<file path="src/pkg/sdl_defines.vh">
`ifndef SDL_DEFINES_VH
`define SDL_DEFINES_VH

// Character shape
`define SDL_DATA_BITS      4'h8
`define SDL_STOP_IDX       4'h9
// Training character and commands
`define SDL_SYNC_CHAR      8'h80
`define SDL_CMD_RD_STAT    8'h02
`define SDL_CMD_WR_CTL     8'h04
`define SDL_CMD_RD_CTL     8'h05
`define SDL_BRK_OPCODE     8'h00
// Baud divider limits in system clocks per bit
`define SDL_DIV_MIN        10'h004
`define SDL_DIV_MAX        10'h200
// Sync low run is eight bit times
`define SDL_SYNC_MIN       13'h0020
`define SDL_SYNC_MAX       13'h1000
// Outgoing break length in system clocks
`define SDL_ERR_BRK_CYC    13'h1000
// Control register fields and reset value
`define SDL_CTL_HALT       7
`define SDL_CTL_BRKEN      6
`define SDL_CTL_BREAK_LOOP_BIT      5
`define SDL_CTL_RESET      8'h00
// Status register fields
`define SDL_STAT_HALT      7
`define SDL_STAT_LOOP      5
`define SDL_STAT_LOCK      4

`endif

</file>
<file path="src/rtl/sdl_byte_fifo.v">
`timescale 1ns/1ps
module sdl_byte_fifo (
   input  wire       core_clk,
   input  wire       rst_n,
   input  wire       flush,
   input  wire [7:0] in_data,
   input  wire       in_valid,
   output wire       in_ready,
   output wire [7:0] out_data,
   output wire       out_valid,
   input  wire       out_ready
);
   reg [7:0] mem [0:1];
   reg       wr_ptr;
   reg       rd_ptr;
   reg [1:0] fill;

   wire push = in_valid & in_ready;
   wire pop  = out_valid & out_ready;

   assign in_ready  = (fill != 2'h2);
   assign out_valid = (fill != 2'h0);
   assign out_data  = mem[rd_ptr];

   always @(posedge core_clk) begin
      if (push) begin
         mem[wr_ptr] <= in_data;
      end
   end

   always @(posedge core_clk or negedge rst_n) begin
      if (!rst_n) begin
         wr_ptr <= 1'b0;
         rd_ptr <= 1'b0;
         fill   <= 2'h0;
      end else if (flush) begin
         wr_ptr <= 1'b0;
         rd_ptr <= 1'b0;
         fill   <= 2'h0;
      end else begin
         if (push) begin
            wr_ptr <= ~wr_ptr;
         end
         if (pop) begin
            rd_ptr <= ~rd_ptr;
         end
         if (push && !pop) begin
            fill <= fill + 2'h1;
         end else if (pop && !push) begin
            fill <= fill - 2'h1;
         end
      end
   end
endmodule // sdl_byte_fifo

</file>
<file path="src/rtl/sdl_debug_link.v">
`timescale 1ns/1ps
`include "sdl_defines.vh"

module sdl_debug_link (
   input  wire       core_clk,
   input  wire       rst_n,
   input  wire       debug_wire_pin_in,
   output reg        debug_wire_pin_out,
   output reg        debug_wire_pin_oe,
   input  wire       break_opcode_decode,
   input  wire       stop_mode,
   input  wire       read_lock_option,
   output reg  [7:0] debug_control_reg,
   output reg  [7:0] debug_status_reg,
   output reg        cpu_fetch_stop,
   output reg        cpu_halt_exit,
   output reg        wdt_refresh,
   output reg        cpu_break_loop,
   output reg        sys_reset_req,
   output reg        link_error
);
   localparam [6:0] L_UNTRAINED = 7'h01;
   localparam [6:0] L_MEASURE   = 7'h02;
   localparam [6:0] L_IDLE      = 7'h04;
   localparam [6:0] L_RX        = 7'h08;
   localparam [6:0] L_TX        = 7'h10;
   localparam [6:0] L_ERRBRK    = 7'h20;
   localparam [6:0] L_WAITHI    = 7'h40;

   localparam [2:0] C_IDLE = 3'h1;
   localparam [2:0] C_DATA = 3'h2;
   localparam [2:0] C_RESP = 3'h4;

   function [9:0] half_of;
      input [9:0] v;
      begin
         half_of = {1'b0, v[9:1]};
      end
   endfunction

   reg        pin_s1;
   reg        pin_s2;
   reg [6:0]  lstate;
   reg [2:0]  cstate;
   reg [12:0] cnt;
   reg [9:0]  bit_time;
   reg [13:0] brk_lim;
   reg [13:0] low_cnt;
   reg [3:0]  bitn;
   reg [7:0]  rx_sh;
   reg [9:0]  tx_sh;
   reg        rx_push;
   reg [7:0]  rx_byte;
   reg        tx_req;
   reg [7:0]  tx_byte;
   reg        wr_ctl;
   reg [7:0]  wr_data;
   reg        flush;
   reg [1:0]  boot_cnt;
   reg [7:0]  next_ctl;

   wire [7:0] fifo_data;
   wire       fifo_valid;
   wire       fifo_ready = (cstate != C_RESP) & ~flush;
   wire       looping = cpu_break_loop;
   // A 0x00 character is exactly nine bits low; only a longer run is a break
   wire       is_break = (low_cnt > brk_lim);

   sdl_byte_fifo u_rx_fifo (
      .core_clk  (core_clk),
      .rst_n     (rst_n),
      .flush     (flush),
      .in_data   (rx_byte),
      .in_valid  (rx_push),
      .in_ready  (),
      .out_data  (fifo_data),
      .out_valid (fifo_valid),
      .out_ready (fifo_ready)
   );

   // Pin comes from outside; two flops before any use
   always @(posedge core_clk or negedge rst_n) begin
      if (!rst_n) begin
         pin_s1 <= 1'b1;
         pin_s2 <= 1'b1;
      end else begin
         pin_s1 <= debug_wire_pin_in;
         pin_s2 <= pin_s1;
      end
   end

   // Continuous low run, used for break detection
   always @(posedge core_clk or negedge rst_n) begin
      if (!rst_n) begin
         low_cnt <= 14'h0000;
      end else if (pin_s2) begin
         low_cnt <= 14'h0000;
      end else if (low_cnt != 14'h3fff) begin
         low_cnt <= low_cnt + 14'h0001;
      end
   end

   // Link engine and command decoder share one process so abort is atomic
   always @(posedge core_clk or negedge rst_n) begin
      if (!rst_n) begin
         lstate             <= L_UNTRAINED;
         cstate             <= C_IDLE;
         cnt                <= 13'h0000;
         bit_time           <= `SDL_DIV_MAX;
         brk_lim            <= 14'h3fff;
         bitn               <= 4'h0;
         rx_sh              <= 8'h00;
         tx_sh              <= 10'h3ff;
         rx_push            <= 1'b0;
         rx_byte            <= 8'h00;
         tx_req             <= 1'b0;
         tx_byte            <= 8'h00;
         wr_ctl             <= 1'b0;
         wr_data            <= 8'h00;
         flush              <= 1'b0;
         link_error         <= 1'b0;
         debug_wire_pin_oe  <= 1'b0;
         debug_wire_pin_out <= 1'b0;
      end else begin
         rx_push            <= 1'b0;
         wr_ctl             <= 1'b0;
         flush              <= 1'b0;
         link_error         <= 1'b0;
         debug_wire_pin_out <= 1'b0; // only ever pulls low
         // Command decoder
         if (fifo_valid && fifo_ready) begin
            case (cstate)
               C_IDLE: begin
                  if (fifo_data == `SDL_CMD_WR_CTL) begin
                     cstate <= C_DATA;
                  end else if (fifo_data == `SDL_CMD_RD_STAT) begin
                     tx_byte <= debug_status_reg;
                     tx_req  <= 1'b1;
                     cstate  <= C_RESP;
                  end else if (fifo_data == `SDL_CMD_RD_CTL) begin
                     tx_byte <= debug_control_reg;
                     tx_req  <= 1'b1;
                     cstate  <= C_RESP;
                  end else begin
                     // Memory and CPU commands are not served here, looping or not
                     cstate <= C_IDLE;
                  end
               end
               C_DATA: begin
                  wr_ctl  <= 1'b1;
                  wr_data <= fifo_data;
                  cstate  <= C_IDLE;
               end
               default: begin
                  cstate <= C_IDLE;
               end
            endcase
         end
         case (lstate)
            L_UNTRAINED: begin
               debug_wire_pin_oe <= 1'b0;
               if (!pin_s2) begin
                  cnt    <= 13'h0001;
                  lstate <= L_MEASURE;
               end
            end
            L_MEASURE: begin
               if (pin_s2) begin
                  // Eight low bits: bit time is the run divided by eight
                  if (cnt < `SDL_SYNC_MIN) begin
                     lstate <= L_UNTRAINED;
                  end else begin
                     bit_time <= cnt[12:3];
                     brk_lim  <= {1'b0, cnt} + {4'h0, cnt[12:3]};
                     lstate   <= L_IDLE;
                  end
               end else if (cnt >= `SDL_SYNC_MAX) begin
                  // Slower than divide 512 cannot be a sync; treat as break
                  cnt               <= 13'h0000;
                  debug_wire_pin_oe <= 1'b1;
                  lstate            <= L_ERRBRK;
               end else begin
                  cnt <= cnt + 13'h0001;
               end
            end
            L_IDLE: begin
               debug_wire_pin_oe <= 1'b0;
               if (!pin_s2) begin
                  cnt    <= {3'h0, half_of(bit_time)};
                  bitn   <= 4'h0;
                  lstate <= L_RX;
               end else if (tx_req) begin
                  tx_sh             <= {1'b1, tx_byte, 1'b0};
                  tx_req            <= 1'b0;
                  bitn              <= 4'h0;
                  cnt               <= {3'h0, bit_time} - 13'h0001;
                  debug_wire_pin_oe <= 1'b1;
                  lstate            <= L_TX;
               end
            end
            L_RX: begin
               if (is_break) begin
                  cnt               <= 13'h0000;
                  debug_wire_pin_oe <= 1'b1;
                  link_error        <= 1'b1;
                  flush             <= 1'b1;
                  cstate            <= C_IDLE;
                  tx_req            <= 1'b0;
                  lstate            <= L_ERRBRK;
               end else if (cnt != 13'h0000) begin
                  cnt <= cnt - 13'h0001;
               end else if (bitn == 4'h0 && pin_s2) begin
                  lstate <= L_IDLE; // Glitch, not a start bit
               end else if (bitn == `SDL_STOP_IDX) begin
                  if (!pin_s2) begin
                     cnt               <= 13'h0000;
                     debug_wire_pin_oe <= 1'b1;
                     link_error        <= 1'b1;
                     flush             <= 1'b1;
                     cstate            <= C_IDLE;
                     tx_req            <= 1'b0;
                     lstate            <= L_ERRBRK;
                  end else begin
                     rx_byte <= rx_sh;
                     rx_push <= 1'b1;
                     lstate  <= L_IDLE;
                  end
               end else begin
                  if (bitn != 4'h0) begin
                     rx_sh <= {pin_s2, rx_sh[7:1]}; // LSB first
                  end
                  bitn <= bitn + 4'h1;
                  cnt  <= {3'h0, bit_time} - 13'h0001;
               end
            end
            L_TX: begin
               // Synchroniser lag limits this check to divides of five or more
               if (tx_sh[0] && !pin_s2 && cnt == {3'h0, half_of(bit_time)}) begin
                  cnt               <= 13'h0000;
                  debug_wire_pin_oe <= 1'b1;
                  link_error        <= 1'b1;
                  flush             <= 1'b1;
                  cstate            <= C_IDLE;
                  lstate            <= L_ERRBRK;
               end else if (cnt != 13'h0000) begin
                  cnt <= cnt - 13'h0001;
               end else if (bitn == `SDL_STOP_IDX) begin
                  debug_wire_pin_oe <= 1'b0;
                  cstate            <= C_IDLE;
                  lstate            <= L_IDLE;
               end else begin
                  tx_sh             <= {1'b1, tx_sh[9:1]};
                  debug_wire_pin_oe <= ~tx_sh[1];
                  bitn              <= bitn + 4'h1;
                  cnt               <= {3'h0, bit_time} - 13'h0001;
               end
            end
            L_ERRBRK: begin
               if (cnt == `SDL_ERR_BRK_CYC - 13'h0001) begin
                  debug_wire_pin_oe <= 1'b0;
                  lstate            <= L_WAITHI;
               end else begin
                  cnt <= cnt + 13'h0001;
               end
            end
            L_WAITHI: begin
               debug_wire_pin_oe <= 1'b0;
               bit_time          <= `SDL_DIV_MAX;
               brk_lim           <= 14'h3fff;
               cstate            <= C_IDLE;
               tx_req            <= 1'b0;
               if (pin_s2) begin
                  lstate <= L_UNTRAINED;
               end
            end
            default: begin
               debug_wire_pin_oe <= 1'b0;
               lstate            <= L_UNTRAINED;
            end
         endcase
      end
   end

   // Control write with read lock guard and break opcode handling
   always @* begin
      next_ctl = debug_control_reg;
      if (wr_ctl) begin
         next_ctl = wr_data;
         if (read_lock_option && debug_control_reg[`SDL_CTL_HALT]) begin
            next_ctl[`SDL_CTL_HALT] = 1'b1;
         end
      end
      if (break_opcode_decode && debug_control_reg[`SDL_CTL_BRKEN] &&
          !debug_control_reg[`SDL_CTL_BREAK_LOOP_BIT]) begin
         next_ctl[`SDL_CTL_HALT] = 1'b1; // set wins over clear
      end
      // Pin level seen once synchronised; through next_ctl so outputs agree
      if (boot_cnt == 2'h2 && !pin_s2) begin
         next_ctl[`SDL_CTL_HALT] = 1'b1;
      end
   end

   // Only rst_n resets this state; link errors leave it alone
   always @(posedge core_clk or negedge rst_n) begin
      if (!rst_n) begin
         debug_control_reg <= `SDL_CTL_RESET;
         debug_status_reg  <= 8'h00;
         cpu_fetch_stop    <= 1'b0;
         cpu_halt_exit     <= 1'b0;
         wdt_refresh       <= 1'b0;
         cpu_break_loop    <= 1'b0;
         sys_reset_req     <= 1'b0;
         boot_cnt          <= 2'h0;
      end else begin
         debug_control_reg <= next_ctl;
         if (boot_cnt != 2'h3) begin
            boot_cnt <= boot_cnt + 2'h1;
         end
         if (break_opcode_decode && debug_control_reg[`SDL_CTL_BRKEN] &&
             debug_control_reg[`SDL_CTL_BREAK_LOOP_BIT]) begin
            cpu_break_loop <= 1'b1;
         end else if (next_ctl[`SDL_CTL_HALT] || !next_ctl[`SDL_CTL_BRKEN]) begin
            cpu_break_loop <= 1'b0;
         end
         cpu_fetch_stop <= next_ctl[`SDL_CTL_HALT];
         cpu_halt_exit  <= next_ctl[`SDL_CTL_HALT];
         wdt_refresh    <= next_ctl[`SDL_CTL_HALT];
         debug_status_reg                  <= 8'h00;
         debug_status_reg[`SDL_STAT_HALT]  <= next_ctl[`SDL_CTL_HALT];
         debug_status_reg[`SDL_STAT_LOOP]  <= looping;
         debug_status_reg[`SDL_STAT_LOCK]  <= read_lock_option;
         sys_reset_req <= stop_mode & ~pin_s2 & (boot_cnt == 2'h3);
      end
   end
endmodule // sdl_debug_link

</file>
<file path="config.mk">
export PLATFORM = sky130hd
export DESIGN_NAME = sdl_debug_link
export DESIGN_NICKNAME = d
export VERILOG_FILES = /design/src/rtl/sdl_byte_fifo.v /design/src/rtl/sdl_debug_link.v
export VERILOG_INCLUDE_DIRS = /design/src /design/src/pkg
export SDC_FILE = /design/constraint.sdc
export NUM_CORES = 1
export LEC_CHECK = 0
export ABC_AREA = 1
export ABC_CLOCK_PERIOD_IN_PS = 2410
export CAP_MARGIN = 20
export CORE_MARGIN = 2
export CORE_UTILIZATION = 25
export DETAILED_ROUTE_END_ITERATION = 8
export DONT_BUFFER_PORTS = 1
export PLACE_DENSITY = 0.42
export REMOVE_ABC_BUFFERS = 1
export SYNTH_ARGS = -nofsm -noshare
export SYNTH_HDL_FRONTEND = slang
export SYNTH_SLANG_ARGS = --single-unit
</file>
<file path="constraint.sdc">
create_clock -name core_clk -period 2.41 [get_ports core_clk]
set_clock_uncertainty 0.2 [all_clocks]
set_input_delay 0.482 -clock core_clk [delete_from_list [all_inputs] [get_ports core_clk]]
set_output_delay 0.482 -clock core_clk [all_outputs]
set_load 0.02 [all_outputs]
</file>
; After elaboration in Yosys (flattened, before gate mapping)
; Memory sizes are Yosys's and may differ from the RTL's.
; Index checks and enable logic that the tools add are counted.
[totals]
regBits = 134
latch_bits = 0
mem_bits_rw = 16
mem_bits_ro = 0
in_bits = 6
out_inout_bits = 24
wordCells = 275
n_memories = 1
[op_classes]
addsub = 9
n_mul = 0
n_div = 0
magnitude_cmp = 3
n_eq_ne = 49
shifts = 0
muxes = 128
n_bitwise = 15
reduce_logical = 41
[mem_list]
columns = name, words, word_bits, read_ports, rd_clocked_by_memory_dff, wr, line_no
row1 = u_rx_fifo.mem, 2, 8, 1, 0, 1, sdl_byte_fifo.v:13  ; reg [7:0] mem [0:1];
[op_table]
columns = op, n
row1 = two-way mux 13 bit, 14
row2 = two-way mux 7 bit, 14
row3 = case mux 13 bit (6 select lines), 1
row4 = two-way mux 10 bit, 7
row5 = two-way mux 14 bit, 4
row6 = two-way mux 1 bit, 50
row7 = case mux 7 bit (7 select lines), 1
row8 = two-way mux 3 bit, 14
row9 = case mux 10 bit (2 select lines), 2
row10 = "inequality test 2 bit, second input constant", 18
row11 = two-way mux 4 bit, 8
row12 = case mux 14 bit (2 select lines), 1
row13 = "inequality test 3 bit, second input constant", 9
row14 = two-way mux 8 bit, 3
row15 = AND reduction 6 bit, 3
row16 = "equality test 8 x 3 -> 1 bit, second input constant", 2
row17 = AND reduction 8 bit, 2
row18 = nonzero test 2 bit, 8
row19 = adder 13 x 10 -> 14 bit, 1
row20 = "adder 14 x 1 -> 14 bit, second input constant", 1
row21 = greater-than comparator 14 bit, 1
row22 = "inequality test 14 bit, second input constant", 1
row23 = "adder 13 x 1 -> 13 bit, second input constant", 1
row24 = "equality test 13 x 12 -> 1 bit, second input constant", 1
row25 = 44 further kinds, 78

; Depth between registers and ports, before layout
; Gate-level depths: netlist (run 1).
; An unclocked memory read counts as a cell.
[depth]
depth_word = 13
depth_mapped = 17
depth_no_buf = 16

; Modules after synthesis
; Synthesis (run 1) repeated with hierarchy kept, for this count alone.
[hier_totals]
hier_cells = 1166
hier_area_um2 = 9267.6
[by_module_without_submodules]
columns = mod, n_inst, cells_each, area_each_um2
row1 = sdl_debug_link, 1, 1085, 8400.6
row2 = sdl_byte_fifo, 1, 81, 867.1

; Least setup slack after synthesis (run 1)
; OpenSTA, ideal clock, no wires.
[synth_timing]
kind = flip-flop to flip-flop
from = register brk_lim[13]
to = register cnt[7]
setup_ns = 0.117
arrival_time_ns = 1.998
slack_ns = 0.095
stages_incl_launch_ff = 15
path_buffers = 1
period_less_slack_ns = 2.315
cell_sequence = dfstp_2 -> inv_1 -> ha_1 -> nand2_1 -> nor2_1 -> inv_1 -> nor2_1 -> nand4_1 -> nand2_2 -> nand4_4 -> nand2_4 -> nor2_8 -> buf_12 -> nand2_2 -> nand2_2
[synth_between]
elab_chain_cells = 3
word_cells_on_any_way = 6
cone_classes = order compare: 1 / eq/ne: 2 / mux: 2 / reduce/logical: 1
[synth_lines]
columns = item, line_no
row1 = "start, declared", sdl_debug_link.v:47  ; reg [13:0] brk_lim;
row2 = "start signal, assigned", sdl_debug_link.v:174  ; brk_lim <= {1'b0, cnt} + {4'h0, cnt[12:3]};
row3 = greater-than comparator 14 bit *, sdl_debug_link.v:67  ; wire is_break = (low_cnt > brk_lim);
row4 = inequality test 5 bit (no source line) (tied with other cells), -
row5 = AND reduction 8 bit (no source line) / case mux 13 bit (6 select lines) (equally long branches), -
row6 = "end signal, assigned", sdl_debug_link.v:183  ; cnt <= cnt + 13'h0001;
row7 = "end signal, assigned", sdl_debug_link.v:189  ; cnt <= {3'h0, half_of(bit_time)};
row8 = "end signal, assigned", sdl_debug_link.v:196  ; cnt <= {3'h0, bit_time} - 13'h0001;
row9 = "end, declared", sdl_debug_link.v:45  ; reg [12:0] cnt;
; Mark *: on every way between the ends. The rest lies on a longest branch, timed or not.
; A chain may end at the register's enable or synchronous reset.

; Final worst setup path (run 1)
[layout_timing]
from = register brk_lim[12]
to = register cnt[9]
; Same word-level chain as after synthesis.

==> out/metrics.csv, run 1 <==
stage;metric;value;unit
timing;RSZ-0062 raised after global routing;true;
clock_tree;clock slew at reported path FFs;70;ps
route;DRC viols;0;
place;RePlAce Congestion;0.882;
worst_hold_path;HP Class;input pin to asynchronous set/reset pin;
status;failing checks;negative hold slack, negative setup slack;
setup_path;critical path cell sequence;inv_1, ha_4, nand2_4, nor2_4, inv_2, nor2_4, nand2_2, nand2_2, nand2_4, buf_4, nand3b_4, nand2_8, nor2_4, nand2_2, nand2_1;
clock_tree;buffer type at the clock tree root;clkbuf_16;
die;Die H;198;um
setup_path;WS Path Type;flop to flop;
global_routing;Total GRT Usage;15.1;%
synth;Synth Instances;1228;
layout;Finished Core Util;31.9;%
global_routing;first-pass GRT wire length;46.2;mm
pwr;Sw Share;37.9;%
timing;Max Clk Rate;414;MHz
synth;Yosys top cell by area;dfrtp_1;
timing;post-route minimum period;2410;ps
route;Routed WL per cell;15.6;um
die;core area;37500;um^2
die;initial core utilization;25.2;%
timing;setup TNS;-6.40;ps
setup_path;worst-path fanout max;7;
die;Die W;198;um
synth;Seq/Total Area, Yosys;40.1;%
global_routing;vias in the first global route;8286;
global_routing;Congestion Overflow GR;0;
pwr;Int Power;5.56;mW
place;Area after DPL;10700;um^2
die;row count;71;
pwr;LEAKAGE;5.69;nW
pwr;Clk pwr share;30.3;%
layout;layout overhead on the synthesized area;26.3;%
timing;Slew HR;62.5;%
synth;post-synthesis cell area;9460;um^2
clock_tree;Clk Latency, worst-skew pair;440;ps
pwr;Comb power frac;37.0;%
layout;cell area after layout;11900;um^2
timing;final setup vio count;2;
route;final WL;29.0;mm
synth;Synth Register Bits;147;
timing;hold slack;-461;ps
timing;Final period util;100;%
setup_path;Critical Path RT;2590;ps
setup_path;Setup crit start kind;flop;
route;DRT antenna net count;0;
route;Vias/cell;4.48;
route;drt first pass iters;5;
global_routing;initial antenna violation count;0;
clock_tree;Max Buffers Root-to-Sink;2;
timing;setup ws final;-3.83;ps
route;DR iter-0 viols;561;
layout;biggest regs;u_rx_fifo.mem: 16 flops, brk_lim: 14 flops, low_cnt: 14 flops;
place;DP Worst Slack;-197;ps
setup_path;Critical Path Max Stage Delay;520;ps
clock_tree;clk sinks;147;
setup_path;Worst path slowest cell;dfstp_2;
clock_tree;CTS buffer count;17;
setup_path;Critical Path End Type;flop;
route;via count;8351;
layout;Diodes inserted;0;
synth;Syn. warnings;0;
job;Max-Cap Viols;0;
place;dpl hpwl;21.6;mm
synth;Distinct cells, synth;58;
pwr;register share of total power;32.7;%
timing;Final Max Tran Viols;0;
synth;top post-synthesis cells by area;dfrtp_1 27%, nand2_1 13%, dfstp_2 7.8%, inv_1 5.6%, edfxtp_1 5.1%;
layout;Largest register FFs;16;
clock_tree;hold buffer count at CTS;4;
pwr;power per cell area;750;nW/um^2
synth;Synth top area share;27.3;%
layout;most frequent cells in the layout;301 x nand2_1, 130 x inv_1, 112 x buf_4, 98 x dfrtp_1, 78 x nor2_1;
clock_tree;CTS tree;built;
clock_tree;number of H-tree levels;4;
layout;Biggest register;u_rx_fifo.mem;
layout;most common cell after layout, fill and taps aside;nand2_1;
global_routing;largest net degree at the start of global routing;132;
place;number of I/O port buffers;0;
timing;Worst Tran Pin Value;557;ps
timing;Fin. Hold Viols;131;
layout;fin nets;1382;
die;io pins;30;
synth;Synth Area per Inst;7.70;um^2
status;status;finished, violations left;
die;die area;39400;um^2
layout;share of cells above drive strength 1;26.6;%
pwr;NetSw;3.39;mW
setup_path;Crit path arrival time;2600;ps
pwr;worst ir drop on vdd;0.387;mV
-- power by group through the flow --
stage	combinational, mW	sequential, mW	clock [mW]
after floorplan	1.70	2.93	0
after global placement	2.80	2.96	0
after detailed placement	2.78	2.96	0
after CTS	2.96	2.92	2.78
after global routing	3.66	2.95	2.89
final	3.31	2.93	2.71
-- through the flow --
| stage | total power [mW] | std cells |
|---|---|---|
| global placement | 5.76 | 1816 |
| finish | 8.95 | 1866 |
| floorplan | 4.64 | 1192 |
| global route | 9.50 | 1866 |
| CTS | 8.66 | 1854 |
| detailed placement | 5.74 | 1816 |
-- cells in the mapped netlist, drive strengths merged --
| master | number |
|---|---|
| a211oi | 1 |
| a21boi | 1 |
| a21o | 1 |
| a21oi | 39 |
| a22oi | 5 |
| a31oi | 7 |
| and2 | 1 |
| buf | 37 |
| clkbuf | 4 |
| clkinv | 2 |
| conb | 1 |
| dfrtp | 103 |
| dfstp | 28 |
| edfxtp | 16 |
| fa | 1 |
| ha | 33 |
| inv | 166 |
| mux2i | 5 |
| nand2 | 352 |
| nand3 | 85 |
| nand3b | 7 |
| nand4 | 23 |
| nor2 | 96 |
| nor3 | 26 |
| nor3b | 4 |
| nor4 | 5 |
| o2111ai | 1 |
| o211ai | 8 |
| o21a | 2 |
| o21ai | 114 |
| o22a | 1 |
| o22ai | 16 |
| o31ai | 5 |
| or2 | 7 |
| xnor2 | 6 |
| xor2 | 19 |
-- per-layer routing --
metal  GRT usage, %  share of wire, %  vias to the layer above
met4           5.58               2.6                        0
met5              0                 0                        -
met2           22.7                44                      163
li1               -                 -                     4246
met1           21.5                49                     3904
met3           2.85               4.3                       38
-- cell families (layout without fill, tap and decap cells) --
group	after synthesis	in the layout	synth area share [%]
AOI/OAI and AO/OA	201	201	11.8
xor gates and xnor gates	25	25	2.32
adders and majority gates	34	34	4.58
buffers and inverters	209	329	10.1
DFF	147	147	40.1
muxes	5	5	0.529
other	1	6	0.0397
and+or+nand+nor	606	608	30.5
-- timing repair --
| item | in CTS | in global routing |
|---|---|---|
| buffers inserted | 1 | 10 |
| endpoints found under the hold margin | 135 | 131 |
| endpoints found under the setup margin | 55 | 79 |
| gates cloned | 1 | 2 |
| resized for setup | 25 | 95 |
| pin swaps | 20 | 50 |
-- worst paths after layout --
| path | slack (ps) | start | cells past startpoint | to |
|---|---|---|---|---|
| min in group core_clk | 40 | break_opcode_decode | 2 | debug_status_reg[7]$_DFF_PN0_ |
| max in group asynchronous | 2120 | rst_n | 0 | brk_lim[1]$_DFFE_PN1P_ |
| min | -460 | rst_n | 0 | lstate[1]$_DFFE_PN0P_ |
| max | -4 | brk_lim[12]$_DFFE_PN1P_ | 15 | cnt[9]$_DFFE_PN0P_ |
| min reg2reg | 160 | pin_s1$_DFF_PN1_ | 0 | pin_s2$_DFF_PN1_ |
| max reg2reg | -4 | brk_lim[12]$_DFFE_PN1P_ | 15 | cnt[9]$_DFFE_PN0P_ |
-- worst max-delay path: cells and delay by family, from the launching register on --
family,cells,cell delay [ps]
and+or+nand+nor,11,1070
DFF,1,520
buffers and inverters,3,280
adders and majority gates,1,280
-- layout make-up --
| class | count | area (um^2) |
|---|---|---|
| Clock buffer | 17 | 425 |
| Clock inverter | 15 | 159 |
| Fill cell | 4016 | 25500 |
| Inverter | 168 | 648 |
| Multi-Input combinational cell | 879 | 5180 |
| Sequential cell | 147 | 3800 |
| Tap cell | 511 | 639 |
| Timing Repair Buffer | 129 | 1080 |
(Power assumes the default switching activity.)
==> run 2, diff against run 1 <==
Settings changed: CELL_PAD_IN_SITES_DETAIL_PLACEMENT from default to 0, CELL_PAD_IN_SITES_GLOBAL_PLACEMENT from default to 1, PLACE_DENSITY 0.42 to 0.51.
==> run 2 against run 1 <==
Effect of this change:
- the run still ends with negative hold slack, negative setup slack left
- first-iteration DRC count fell by 15%
- clock power rose by 7%
- critical path depth fell by 1
- fmax fell by 2.5%
- die area did not move
- count of clock-buffer cells in the layout did not move
- worst hold slack improved by 7.1 ps
- highest routed layer unchanged
==> out/metrics.csv, run 2 (synthesis results as in run 1) <==
stage;metric;value;unit;change
setup_path;critical path cell sequence;inv_1, ha_4, nand2_4, nor2_4, inv_2, nor2_4, nand4_1, nand2_8, nand4_4, nand2_4, nor2_8, clkbuf_16, nand2_1, nand2_1;;was inv_1, ha_4, nand2_4, nor2_4, inv_2, nor2_4, nand2_2, nand2_2, nand2_4, buf_4, nand3b_4, nand2_8, nor2_4, nand2_2, nand2_1
clock_tree;number of H-tree levels;4;;unchanged
layout;most common cell after layout, fill and taps aside;nand2_1;;unchanged
layout;Finished Layout Cells;1889;;was 1,866
clock_tree;Clk Latency, worst-skew pair;440;ps;about the same
layout;biggest regs;u_rx_fifo.mem: 16 flops, brk_lim: 14 flops, low_cnt: 14 flops;;unchanged
global_routing;largest net degree at the start of global routing;132;;unchanged
layout;Largest register FFs;16;;unchanged
route;final WL;30.2;mm;was 29.0 mm
die;Die H;198;um;unchanged
route;drt first pass iters;5;;unchanged
layout;share of cells above drive strength 1;26.7;%;was 26.6%
clock_tree;clk sinks;147;;unchanged
timing;post-route minimum period;2470;ps;was 2410 ps
timing;RSZ-0062 raised after global routing;true;;unchanged
job;Max-Cap Viols;0;;unchanged
setup_path;Critical Path End Type;flop;;unchanged
layout;Diodes inserted;0;;unchanged
global_routing;initial antenna violation count;0;;unchanged
timing;Slew HR;64.1;%;was 62.5%
timing;hold slack;-454;ps;was -461 ps
global_routing;vias in the first global route;8415;;was 8,286
clock_tree;hold buffer count at CTS;3;;was 4
place;Area after DPL;11000;um^2;was 10,700 um^2
clock_tree;Max Buffers Root-to-Sink;2;;unchanged
setup_path;Crit path arrival time;2610;ps;was 2600 ps
clock_tree;CTS buffer count;17;;unchanged
timing;Final Max Tran Viols;0;;unchanged
route;DR iter-0 viols;479;;was 561
timing;final setup vio count;22;;was 2
clock_tree;CTS tree;built;;unchanged
die;Die W;198;um;unchanged
setup_path;Critical Path RT;2550;ps;was 2590 ps
clock_tree;clock slew at reported path FFs;70;ps;about the same
setup_path;R2R depth;14;;was 15
timing;setup TNS;-620;ps;was -6.40 ps
timing;Final period util;103;%;was 100%
global_routing;Total GRT Usage;16.0;%;was 15.1%
layout;Biggest register;u_rx_fifo.mem;;unchanged
status;failing checks;negative hold slack, negative setup slack;;unchanged
pwr;power per cell area;774;nW/um^2;was 750 nW/um^2
place;dpl hpwl;23.2;mm;was 21.6 mm
timing;Max Clk Rate;404;MHz;was 414 MHz
place;RePlAce Congestion;0.825;;was 0.882
setup_path;worst-path fanout max;7;;unchanged
place;number of I/O port buffers;0;;unchanged
layout;cell area after layout;12000;um^2;was 11,900 um^2
place;cell total after placement;1847;;was 1,816
timing;Fin. Hold Viols;131;;unchanged
layout;most frequent cells in the layout;307 x nand2_1, 137 x buf_4, 130 x inv_1, 99 x dfrtp_1, 80 x nor2_1;;was 301 x nand2_1, 130 x inv_1, 112 x buf_4, 98 x dfrtp_1, 78 x nor2_1
route;DRT antenna net count;0;;unchanged
worst_hold_path;HP Class;input pin to asynchronous set/reset pin;;unchanged
layout;Finished Core Util;32.1;%;was 31.9%
die;die area;39400;um^2;unchanged
clock_tree;buffer type at the clock tree root;clkbuf_16;;unchanged
route;DRC viols;0;;unchanged
setup_path;Setup crit start kind;flop;;unchanged
timing;Worst Tran Pin Value;533;ps;was 557 ps
route;Routed WL per cell;16.0;um;was 15.6 um
route;Vias/cell;4.37;;was 4.48
die;io pins;30;;unchanged
setup_path;Worst path slowest cell;dfstp_2;;unchanged
die;initial core utilization;25.2;%;unchanged
place;DP Worst Slack;-167;ps;was -197 ps
status;status;finished, violations left;;unchanged
die;row count;71;;unchanged
setup_path;Critical Path Max Stage Delay;510;ps;was 520 ps
global_routing;first-pass GRT wire length;47.7;mm;was 46.2 mm
timing;setup ws final;-64.8;ps;was -3.83 ps
pwr;worst ir drop on vdd;0.483;mV;was 0.387 mV
pwr;LEAKAGE;5.81;nW;was 5.69 nW
setup_path;WS Path Type;flop to flop;;unchanged
route;via count;8251;;was 8,351
layout;fin nets;1405;;was 1,382
layout;layout overhead on the synthesized area;27.1;%;was 26.3%
die;core area;37500;um^2;unchanged
global_routing;Congestion Overflow GR;0;;unchanged
run 2: area by class of cell:
class                      count  area [um^2]
timing repair buffer         154         1280
fill                        4022        25500
inverter                     168          646
multi-input combinational    877         5020
sequential                   147         3800
clock buffer                  17          425
clock inverter                15          205
tap                          511          639
run 2: layer usage:
| metal | GRT usage [%] | wire (um) | part of all wire, % |
|---|---|---|---|
| met5 | 0 | 0 | 0 |
| met4 | 3.79 | 423 | 1.4 |
| met3 | 3.14 | 928 | 3.1 |
| met2 | 26.0 | 14000 | 46 |
| met1 | 21.9 | 14900 | 49 |
run 2: worst paths after layout:
check / startpoint / endpoint / slack [ps]
worst min-delay path: rst_n / debug_control_reg[1]$_DFFE_PN0P_ / -450
min in group core_clk: break_opcode_decode / cpu_break_loop$_DFFE_PN0P_ / 20
worst max-delay path: brk_lim[12]$_DFFE_PN1P_ / cnt[1]$_DFFE_PN0P_ / -60
worst min register to register: pin_s1$_DFF_PN1_ / pin_s2$_DFF_PN1_ / 160
max in group asynchronous: rst_n / brk_lim[2]$_DFFE_PN1P_ / 2140
worst max register to register: brk_lim[12]$_DFFE_PN1P_ / cnt[1]$_DFFE_PN0P_ / -60
run 2: repair_timing:
item | in CTS | in global routing
endpoints found under the setup margin | 49 | 70
endpoints found under the hold margin | 134 | 131
pin swaps | 19 | 38
gates cloned | 0 | 1
setup buffers | 1 | 5
gates resized for setup | 35 | 55
run 2: power breakdown:
group | internal [mW] | total [mW] | switching, mW
Combinational | 1.50 | 3.46 | 1.96
Clock | 1.74 | 2.90 | 1.16
Sequential | 2.78 | 2.93 | 0.156
run 2: worst max-delay path, delay by kind of cell, from the launching register on:
kind / cells / cell delay (ps)
and+or+nand+nor: 10 / 1110
buffers and inverters: 3 / 260
DFF: 1 / 510
adders and majority gates: 1 / 270
run 2: per-stage QoR:
stage / hold slack, ps / power, mW
finish: -454 / 9.30
detailed placement: -4.44 / 6.01
global placement: -8.47 / 6.03
CTS: -490 / 9.11
global route: -480 / 9.84
floorplan: -13.6 / 4.64
